===== src/logic/cmc_pkg.sv =====
// Purpose: Shared constants and carriers for the compatibility mode control block
// Assumes: Sixteen-bit control port with nine address lines
// Notes: Bit positions inside the enhancement register are fixed here
package cmc_pkg;
   localparam int ADDR_W = 9;
   localparam int DATA_W = 16;
   localparam logic [8:0] ENH_CTRL_OFFSET = 9'h00C;
   localparam logic [15:0] ENH_CTRL_RESET = 16'h0000;
   localparam int BIT_INV_P1_IN = 0;
   localparam int BIT_INV_P2_IN = 1;
   localparam int BIT_INV_P1_OUT = 2;
   localparam int BIT_INV_P2_OUT = 3;
   localparam int BIT_LOSS_DIS = 4;
   localparam int BIT_FORCE_PD = 5;
   localparam logic [15:0] ENH_CTRL_MASK = 16'h003F;
   // Input clock must toggle within this many nanoseconds
   localparam int LOSS_TIME_NS = 1000;
   localparam int CLK_PERIOD_NS = 25;
   localparam int LOSS_CYCLES = LOSS_TIME_NS / CLK_PERIOD_NS;
   localparam logic [1:0] BUS_IDLE = 2'h0;

   typedef struct packed {
      logic inv_p1_in;
      logic inv_p2_in;
      logic inv_p1_out;
      logic inv_p2_out;
   } cmc_inv_t;

   typedef struct packed {
      logic [8:0] addr;
      logic [15:0] wdata;
      logic wr;
      logic rd;
   } cmc_acc_t;
endpackage


===== src/logic/cmc_sync.sv =====
// Purpose: Two flip-flop synchroniser for pin levels
// Assumes: Input is asynchronous to CLK
// Notes: First stage feeds only the second
`timescale 1ns/100ps
module cmc_sync #(
   parameter int W = 1
) (
   input wire logic clk,
   input wire logic reset,
   input wire logic [W-1:0] din,
   output logic [W-1:0] dout
);
   logic [W-1:0] s1_r;
   logic [W-1:0] s1_nxt;
   logic [W-1:0] s2_r;
   logic [W-1:0] s2_nxt;

   always_comb begin
      s1_nxt = din;
      s2_nxt = s1_r;
   end

   always_ff @(posedge clk) begin
      if (reset) begin
         s1_r <= '0;
         s2_r <= '0;
      end else begin
         s1_r <= s1_nxt;
         s2_r <= s2_nxt;
      end
   end

   assign dout = s2_r;
endmodule


===== src/logic/cmc_top.sv =====
// Purpose: Enhancement control register, sign inversion, clock loss power-down, port mode
// Assumes: Control port pins are asynchronous and pass a two-stage synchroniser
// Notes: Only the enhancement register lives here; other addresses read back zero
//
// Behaviour
// - Four enhancement bits invert the MSB of path one and two inputs and outputs.
// - All four inversion bits clear at reset, giving two's complement by default.
// - A stopped input clock forces the static power-down state.
// - Power-down from clock loss ends once the input clock toggles again.
// - One bit disables clock-loss detection, another forces power-down outright.
// - Loss-disable and force-power-down bits clear at reset.
// - Output-enable held low selects legacy mode: write pin is direction, enable is strobe.
// - Enhancement register sits at offset 12 and resets to the compatible state.
// - Data is captured while write and chip enable are low, held when either rises.
// - Data bus is driven only with enable and output-enable low and write high.
`timescale 1ns/100ps
module cmc_top #(
   parameter int SAMPLE_W = 12,
   parameter int OUT_W = 24,
   parameter int LOSS_CYC = cmc_pkg::LOSS_CYCLES
) (
   input wire logic CLK,
   input wire logic RESET,
   input wire logic [8:0] ADDR,
   input wire logic [15:0] DATA_IN,
   output logic [15:0] DATA_OUT,
   output logic DATA_OE_N,
   input wire logic CHIP_ENABLE_N,
   input wire logic WRITE_N,
   input wire logic OUTPUT_ENABLE_N,
   input wire logic FILTER_CLK,
   input wire logic [SAMPLE_W-1:0] P1_IN,
   input wire logic [SAMPLE_W-1:0] P2_IN,
   input wire logic [OUT_W-1:0] P1_OUT,
   input wire logic [OUT_W-1:0] P2_OUT,
   output logic [SAMPLE_W-1:0] P1_IN_CONV,
   output logic [SAMPLE_W-1:0] P2_IN_CONV,
   output logic [OUT_W-1:0] P1_OUT_CONV,
   output logic [OUT_W-1:0] P2_OUT_CONV,
   output logic POWER_DOWN,
   output logic LEGACY_MODE
);
   localparam int CNT_W = $clog2(LOSS_CYC + 1);
   localparam int PIN_W = 9 + 16 + 4;

   logic [PIN_W-1:0] pins_s;
   logic [8:0] addr_s;
   logic [15:0] wdata_s;
   logic ce_n_s;
   logic we_n_s;
   logic oe_n_s;
   logic fclk_s;

   cmc_sync #(.W(PIN_W)) u_sync (
      .clk(CLK),
      .reset(RESET),
      .din({ADDR, DATA_IN, CHIP_ENABLE_N, WRITE_N, OUTPUT_ENABLE_N, FILTER_CLK}),
      .dout(pins_s)
   );
   assign {addr_s, wdata_s, ce_n_s, we_n_s, oe_n_s, fclk_s} = pins_s;

   logic [15:0] ctrl_r;
   logic [15:0] ctrl_nxt;
   logic [15:0] dout_r;
   logic [15:0] dout_nxt;
   logic oe_n_r;
   logic oe_n_nxt;
   logic legacy_r;
   logic legacy_nxt;
   logic oe_seen_hi_r;
   logic oe_seen_hi_nxt;
   logic fclk_d_r;
   logic [CNT_W-1:0] idle_cnt_r;
   logic [CNT_W-1:0] idle_cnt_nxt;
   logic lost_r;
   logic lost_nxt;
   logic pd_r;
   logic pd_nxt;
   cmc_pkg::cmc_acc_t acc;
   cmc_pkg::cmc_inv_t inv;
   logic [SAMPLE_W-1:0] p1i_nxt;
   logic [SAMPLE_W-1:0] p2i_nxt;
   logic [OUT_W-1:0] p1o_nxt;
   logic [OUT_W-1:0] p2o_nxt;

   // Control port decode for both strobe styles
   always_comb begin
      acc.addr = addr_s;
      acc.wdata = wdata_s;
      // Legacy: write pin is the direction line, enable is the strobe
      if (legacy_r) begin
         acc.wr = !ce_n_s && !we_n_s;
         acc.rd = !ce_n_s && we_n_s;
      end else begin
         acc.wr = !ce_n_s && !we_n_s;
         acc.rd = !ce_n_s && !oe_n_s && we_n_s;
      end
   end

   // Register file and read path
   always_comb begin
      ctrl_nxt = ctrl_r;
      // Level capture: last value seen while both strobes are low is held
      if (acc.wr && acc.addr == cmc_pkg::ENH_CTRL_OFFSET) begin
         ctrl_nxt = acc.wdata & cmc_pkg::ENH_CTRL_MASK;
      end
      dout_nxt = 16'h0000;
      if (acc.rd && acc.addr == cmc_pkg::ENH_CTRL_OFFSET) begin
         dout_nxt = ctrl_r;
      end
      oe_n_nxt = !acc.rd;
      // Legacy mode latches off once output-enable is ever seen high
      oe_seen_hi_nxt = oe_seen_hi_r | oe_n_s;
      legacy_nxt = !(oe_seen_hi_r | oe_n_s);
   end

   // Clock-loss watchdog on the synchronised filter clock
   always_comb begin
      idle_cnt_nxt = idle_cnt_r;
      lost_nxt = lost_r;
      if (fclk_s != fclk_d_r) begin
         idle_cnt_nxt = '0;
         lost_nxt = 1'b0;
      end else if (idle_cnt_r == CNT_W'(LOSS_CYC)) begin
         lost_nxt = 1'b1;
      end else begin
         idle_cnt_nxt = idle_cnt_r + CNT_W'(1);
      end
      pd_nxt = ctrl_r[cmc_pkg::BIT_FORCE_PD]
         | (lost_r & !ctrl_r[cmc_pkg::BIT_LOSS_DIS]);
   end

   // Sign-bit inversion of sample words
   always_comb begin
      inv.inv_p1_in = ctrl_r[cmc_pkg::BIT_INV_P1_IN];
      inv.inv_p2_in = ctrl_r[cmc_pkg::BIT_INV_P2_IN];
      inv.inv_p1_out = ctrl_r[cmc_pkg::BIT_INV_P1_OUT];
      inv.inv_p2_out = ctrl_r[cmc_pkg::BIT_INV_P2_OUT];
      p1i_nxt = P1_IN ^ {inv.inv_p1_in, {(SAMPLE_W-1){1'b0}}};
      p2i_nxt = P2_IN ^ {inv.inv_p2_in, {(SAMPLE_W-1){1'b0}}};
      p1o_nxt = P1_OUT ^ {inv.inv_p1_out, {(OUT_W-1){1'b0}}};
      p2o_nxt = P2_OUT ^ {inv.inv_p2_out, {(OUT_W-1){1'b0}}};
   end

   always_ff @(posedge CLK) begin
      if (RESET) begin
         ctrl_r <= cmc_pkg::ENH_CTRL_RESET;
         dout_r <= 16'h0000;
         oe_n_r <= 1'b1;
         legacy_r <= 1'b0;
         oe_seen_hi_r <= 1'b0;
         fclk_d_r <= 1'b0;
         idle_cnt_r <= '0;
         lost_r <= 1'b0;
         pd_r <= 1'b0;
         P1_IN_CONV <= '0;
         P2_IN_CONV <= '0;
         P1_OUT_CONV <= '0;
         P2_OUT_CONV <= '0;
      end else begin
         ctrl_r <= ctrl_nxt;
         dout_r <= dout_nxt;
         oe_n_r <= oe_n_nxt;
         legacy_r <= legacy_nxt;
         oe_seen_hi_r <= oe_seen_hi_nxt;
         fclk_d_r <= fclk_s;
         idle_cnt_r <= idle_cnt_nxt;
         lost_r <= lost_nxt;
         pd_r <= pd_nxt;
         P1_IN_CONV <= p1i_nxt;
         P2_IN_CONV <= p2i_nxt;
         P1_OUT_CONV <= p1o_nxt;
         P2_OUT_CONV <= p2o_nxt;
      end
   end

   assign DATA_OUT = dout_r;
   assign DATA_OE_N = oe_n_r;
   assign POWER_DOWN = pd_r;
   assign LEGACY_MODE = legacy_r;
endmodule

===== config.mk =====
export PLATFORM = sky130hd
export DESIGN_NAME = cmc_top
export DESIGN_NICKNAME = d
export VERILOG_FILES = /design/src/logic/cmc_pkg.sv /design/src/logic/cmc_sync.sv /design/src/logic/cmc_top.sv
export SDC_FILE = /design/constraint.sdc
export NUM_CORES = 1
export LEC_CHECK = 0
export BUFFER_PORTS_ARGS = -buffer_cell sky130_fd_sc_hd__buf_2
export CORE_ASPECT_RATIO = 0.6
export CORE_MARGIN = 3
export CORE_UTILIZATION = 30
export DETAILED_ROUTE_END_ITERATION = 10
export GPL_TIMING_DRIVEN = 0
export MAX_ROUTING_LAYER = met4
export SYNTH_ARGS = -nofsm -noshare
export SYNTH_HDL_FRONTEND = slang
export SYNTH_SLANG_ARGS = --single-unit

===== constraint.sdc =====
create_clock -name CLK -period 2.54 [get_ports CLK]
set_clock_uncertainty 0.1 [all_clocks]
set_input_delay 0.508 -clock CLK [delete_from_list [all_inputs] [get_ports CLK]]
set_output_delay 0.508 -clock CLK [all_outputs]
set_load 0.02 [all_outputs]

==> flow_metrics.env <==
export IMPL_synth_top_cell_by_area="dfxtp_1"
export IMPL_worstSetupPathType="reg2out"
export IMPL_io_pins=194
export IMPL_final_cell_mix="buf_2 (173), dfxtp_1 (134), nor2b_1 (108)"
export IMPL_setup_viol=0
export IMPL_drt_iter0_markers=68
export IMPL_wl_per_cell_um=11.96
export IMPL_routed_via_density=3.895
export IMPL_first_global_vias=2923
export IMPL_area_growth_syn_to_layout_pct=41.90
export IMPL_port_buffers=172
export IMPL_insertion_delay_ns=0.41
export IMPL_cp_max_fo=2
export IMPL_rsz0062_at_grt="no"
export IMPL_ant_nets=0
export IMPL_clockBufferDepth=2
export IMPL_p_seq_frac=0.452
export IMPL_synth_compound_area_frac=0.009984
export IMPL_antenna_found_initial=0
export IMPL_timing_final_crit_share=0.5934
export IMPL_reg2reg_depth=3
export IMPL_drv_cap=0
export IMPL_grt_ovfl_total=0
export IMPL_worst_pin_slew_ns=0.5605
export IMPL_status="completed"
export IMPL_syn_cell_area_um2=4010
export IMPL_combPwrFrac=0.074
export IMPL_dp_cells=701
export IMPL_power_density_nw_per_um2=864.3
export IMPL_slowest_delay_ns=0.33
export IMPL_antennaDiodeCount=0
export IMPL_required_ns=1.93
export IMPL_initial_core_util=0.3091
export IMPL_grt_total_usage=0.1243
export IMPL_synthAdderAreaFrac=0.006240
export IMPL_htree_levels=4
export IMPL_vdd_drop_max_mv=0.3970
export IMPL_ctsHoldBuffers=0
export IMPL_nets=655
export IMPL_grt_pass1_wl_um=13660
export IMPL_fp_dieW_um=155.3
export IMPL_cts_buffers=17
export IMPL_cpLargestDelayFamily="flip-flops"
export IMPL_cp_end_kind="primary output"
export IMPL_slew_headroom=0.6263
export IMPL_fmax_mhz=663.4
export IMPL_synth_seq_cells=134
export IMPL_p_int_mw=3.769
export IMPL_leakagePower_nw=2.599
export IMPL_rows=32
export IMPL_worstPathArrival_ns=0.90
export IMPL_worst_path_max_delay_cell="dfxtp_1"
export IMPL_synth_top_area_share=0.6690
export IMPL_stdcell_count=733
export IMPL_dieArea_um2=14840
export IMPL_core_area_um2=12970
export IMPL_cp_depth=1
export IMPL_hold_depth=2
export IMPL_maxSlewViolCount=0
export IMPL_cts_tree="built"
export IMPL_hold_violations=0
export IMPL_synth_area_per_cell_um2=11.46
export IMPL_start_kind="register"
export IMPL_gp_congestion=0.7694
export IMPL_clock_power_share=0.473
export IMPL_swShare=0.2337
export IMPL_netlist_instances=350
export IMPL_die_h_um=95.56
export IMPL_muxShareOfSynthArea=0.01498
export IMPL_fin_crit_ns=1.507
export IMPL_synthTopCellsByArea="dfxtp_1 (67%), nor2b_1 (17%), nand2b_1 (2.2%)"
export IMPL_wl_um=8767
export IMPL_synth_simple_gate_area_frac=0.2381
export IMPL_fin_tns_setup_ns=0
export IMPL_drc=0
export IMPL_cts_sinks=134
export IMPL_dp_hpwl_um=6630
export IMPL_ys_types=25
export IMPL_final_common_cell="buf_2"
export IMPL_cts_root_buf="clkbuf_16"
export IMPL_synthXorXnorAreaFrac=0.01747
export IMPL_seq_area_frac_synth=0.6690
export IMPL_worstPathCellList="buf_2"
export IMPL_switchingPower_mw=1.150
export IMPL_ys_warn_count=0
export IMPL_cts_resized=0
export IMPL_dr_pass1_iters=4
export IMPL_drive_gt1_frac=0.3872
export IMPL_grt_max_degree=17
export IMPL_clk_pin_slew_ns=0.06
export IMPL_critPathBufInv=1
export IMPL_post_cts_buffers=0
export IMPL_vias=2855
export IMPL_hp_class="in2reg"
export IMPL_synth_top_family_by_area="simple AND/OR/NAND/NOR gates"
==> metrics by stage <==
step	cell area [um2]	worst slack [ns]	util	power [mW]	hold WS [ns]
CTS	5690	0.9981	0.4387	4.992	0.1836
finish	5690	1.033	0.4387	4.918	0.2054
detailed placement	5117	0.9097	0.3945	2.642	0.3121
global route	5690	0.8660	0.4387	5.131	0.1847
global placement	5117	0.9214	0.3945	2.632	0.3049
floorplan	4044	1.263	-	2.481	0.2985
==> cell usage after synthesis <==
library cell / instances
nor4_1: 7
nand4bb_1: 1
nor3_1: 3
nor2_1: 12
and4bb_2: 1
ha_1: 2
buf_2: 1
and4_1: 1
mux2i_1: 6
buf_4: 10
xnor2_1: 6
nand2b_1: 14
conb_1: 1
nor4_2: 1
xor2_1: 2
inv_1: 9
dfxtp_1: 134
o21ai_0: 3
clkbuf_1: 13
nor2b_1: 108
nand2_1: 3
nand3_1: 5
a21oi_1: 5
or3_1: 1
buf_6: 1
==> flip-flops by register name, indices dropped and copies added, names as in the netlist, 6 cells and up <==
signal	flops
u_sync.s1_r	19
DATA_OUT	6
idle_cnt_r	6
ctrl_r	6
P1_OUT_CONV	24
P2_IN_CONV	12
u_sync.dout	19
P2_OUT_CONV	24
P1_IN_CONV	12
==> kinds of logic (layout without fill, tap and decap cells) <==
group | count (synthesis) | count (layout)
compound gates | 8 | 8
xor+xnor | 8 | 8
fa+ha+maj | 2 | 2
buf+inv | 34 | 238
flops | 134 | 134
mux | 6 | 6
other cells | 1 | 10
simple gates | 157 | 157
==> metal layers <==
layer | wire, um | up-vias | GRT usage
li1 | - | 1470 | -
met1 | 3890 | 1281 | 0.1448
met2 | 4121 | 96 | 0.1904
met3 | 642 | 8 | 0.05261
met4 | 112 | 0 | 0.05244
met5 | 0 | - | -
==> final timing paths <==
| check | from | end | slack (ns) |
|---|---|---|---|
| min reg2reg | oe_seen_hi_r | LEGACY_MODE | 0.33 |
| max | LEGACY_MODE | LEGACY_MODE | 1.03 |
| max reg2reg | u_sync.dout[24] | DATA_OUT[1] | 1.08 |
| min | P1_OUT[22] | P1_OUT_CONV[22] | 0.21 |
==> power groups by stage <==
stage | clock (mW) | combinational [mW] | sequential, mW
global route | 2.49 | 0.403 | 2.23
finish | 2.33 | 0.366 | 2.23
global placement | 0 | 0.363 | 2.27
floorplan | 0 | 0.132 | 2.35
detailed placement | 0 | 0.370 | 2.27
CTS | 2.39 | 0.371 | 2.23
==> layout make-up <==
type	count	area [um2]
Buffer	25	140.1
Clock buffer	19	452.9
Clock inverter	13	120.1
Fill cell	1262	7282
Inverter	9	33.78
Multi-Input combinational cell	191	1187
Sequential cell	134	2683
Tap cell	170	212.7
Timing Repair Buffer	172	860.8
Power figures use the tool's default switching activity.
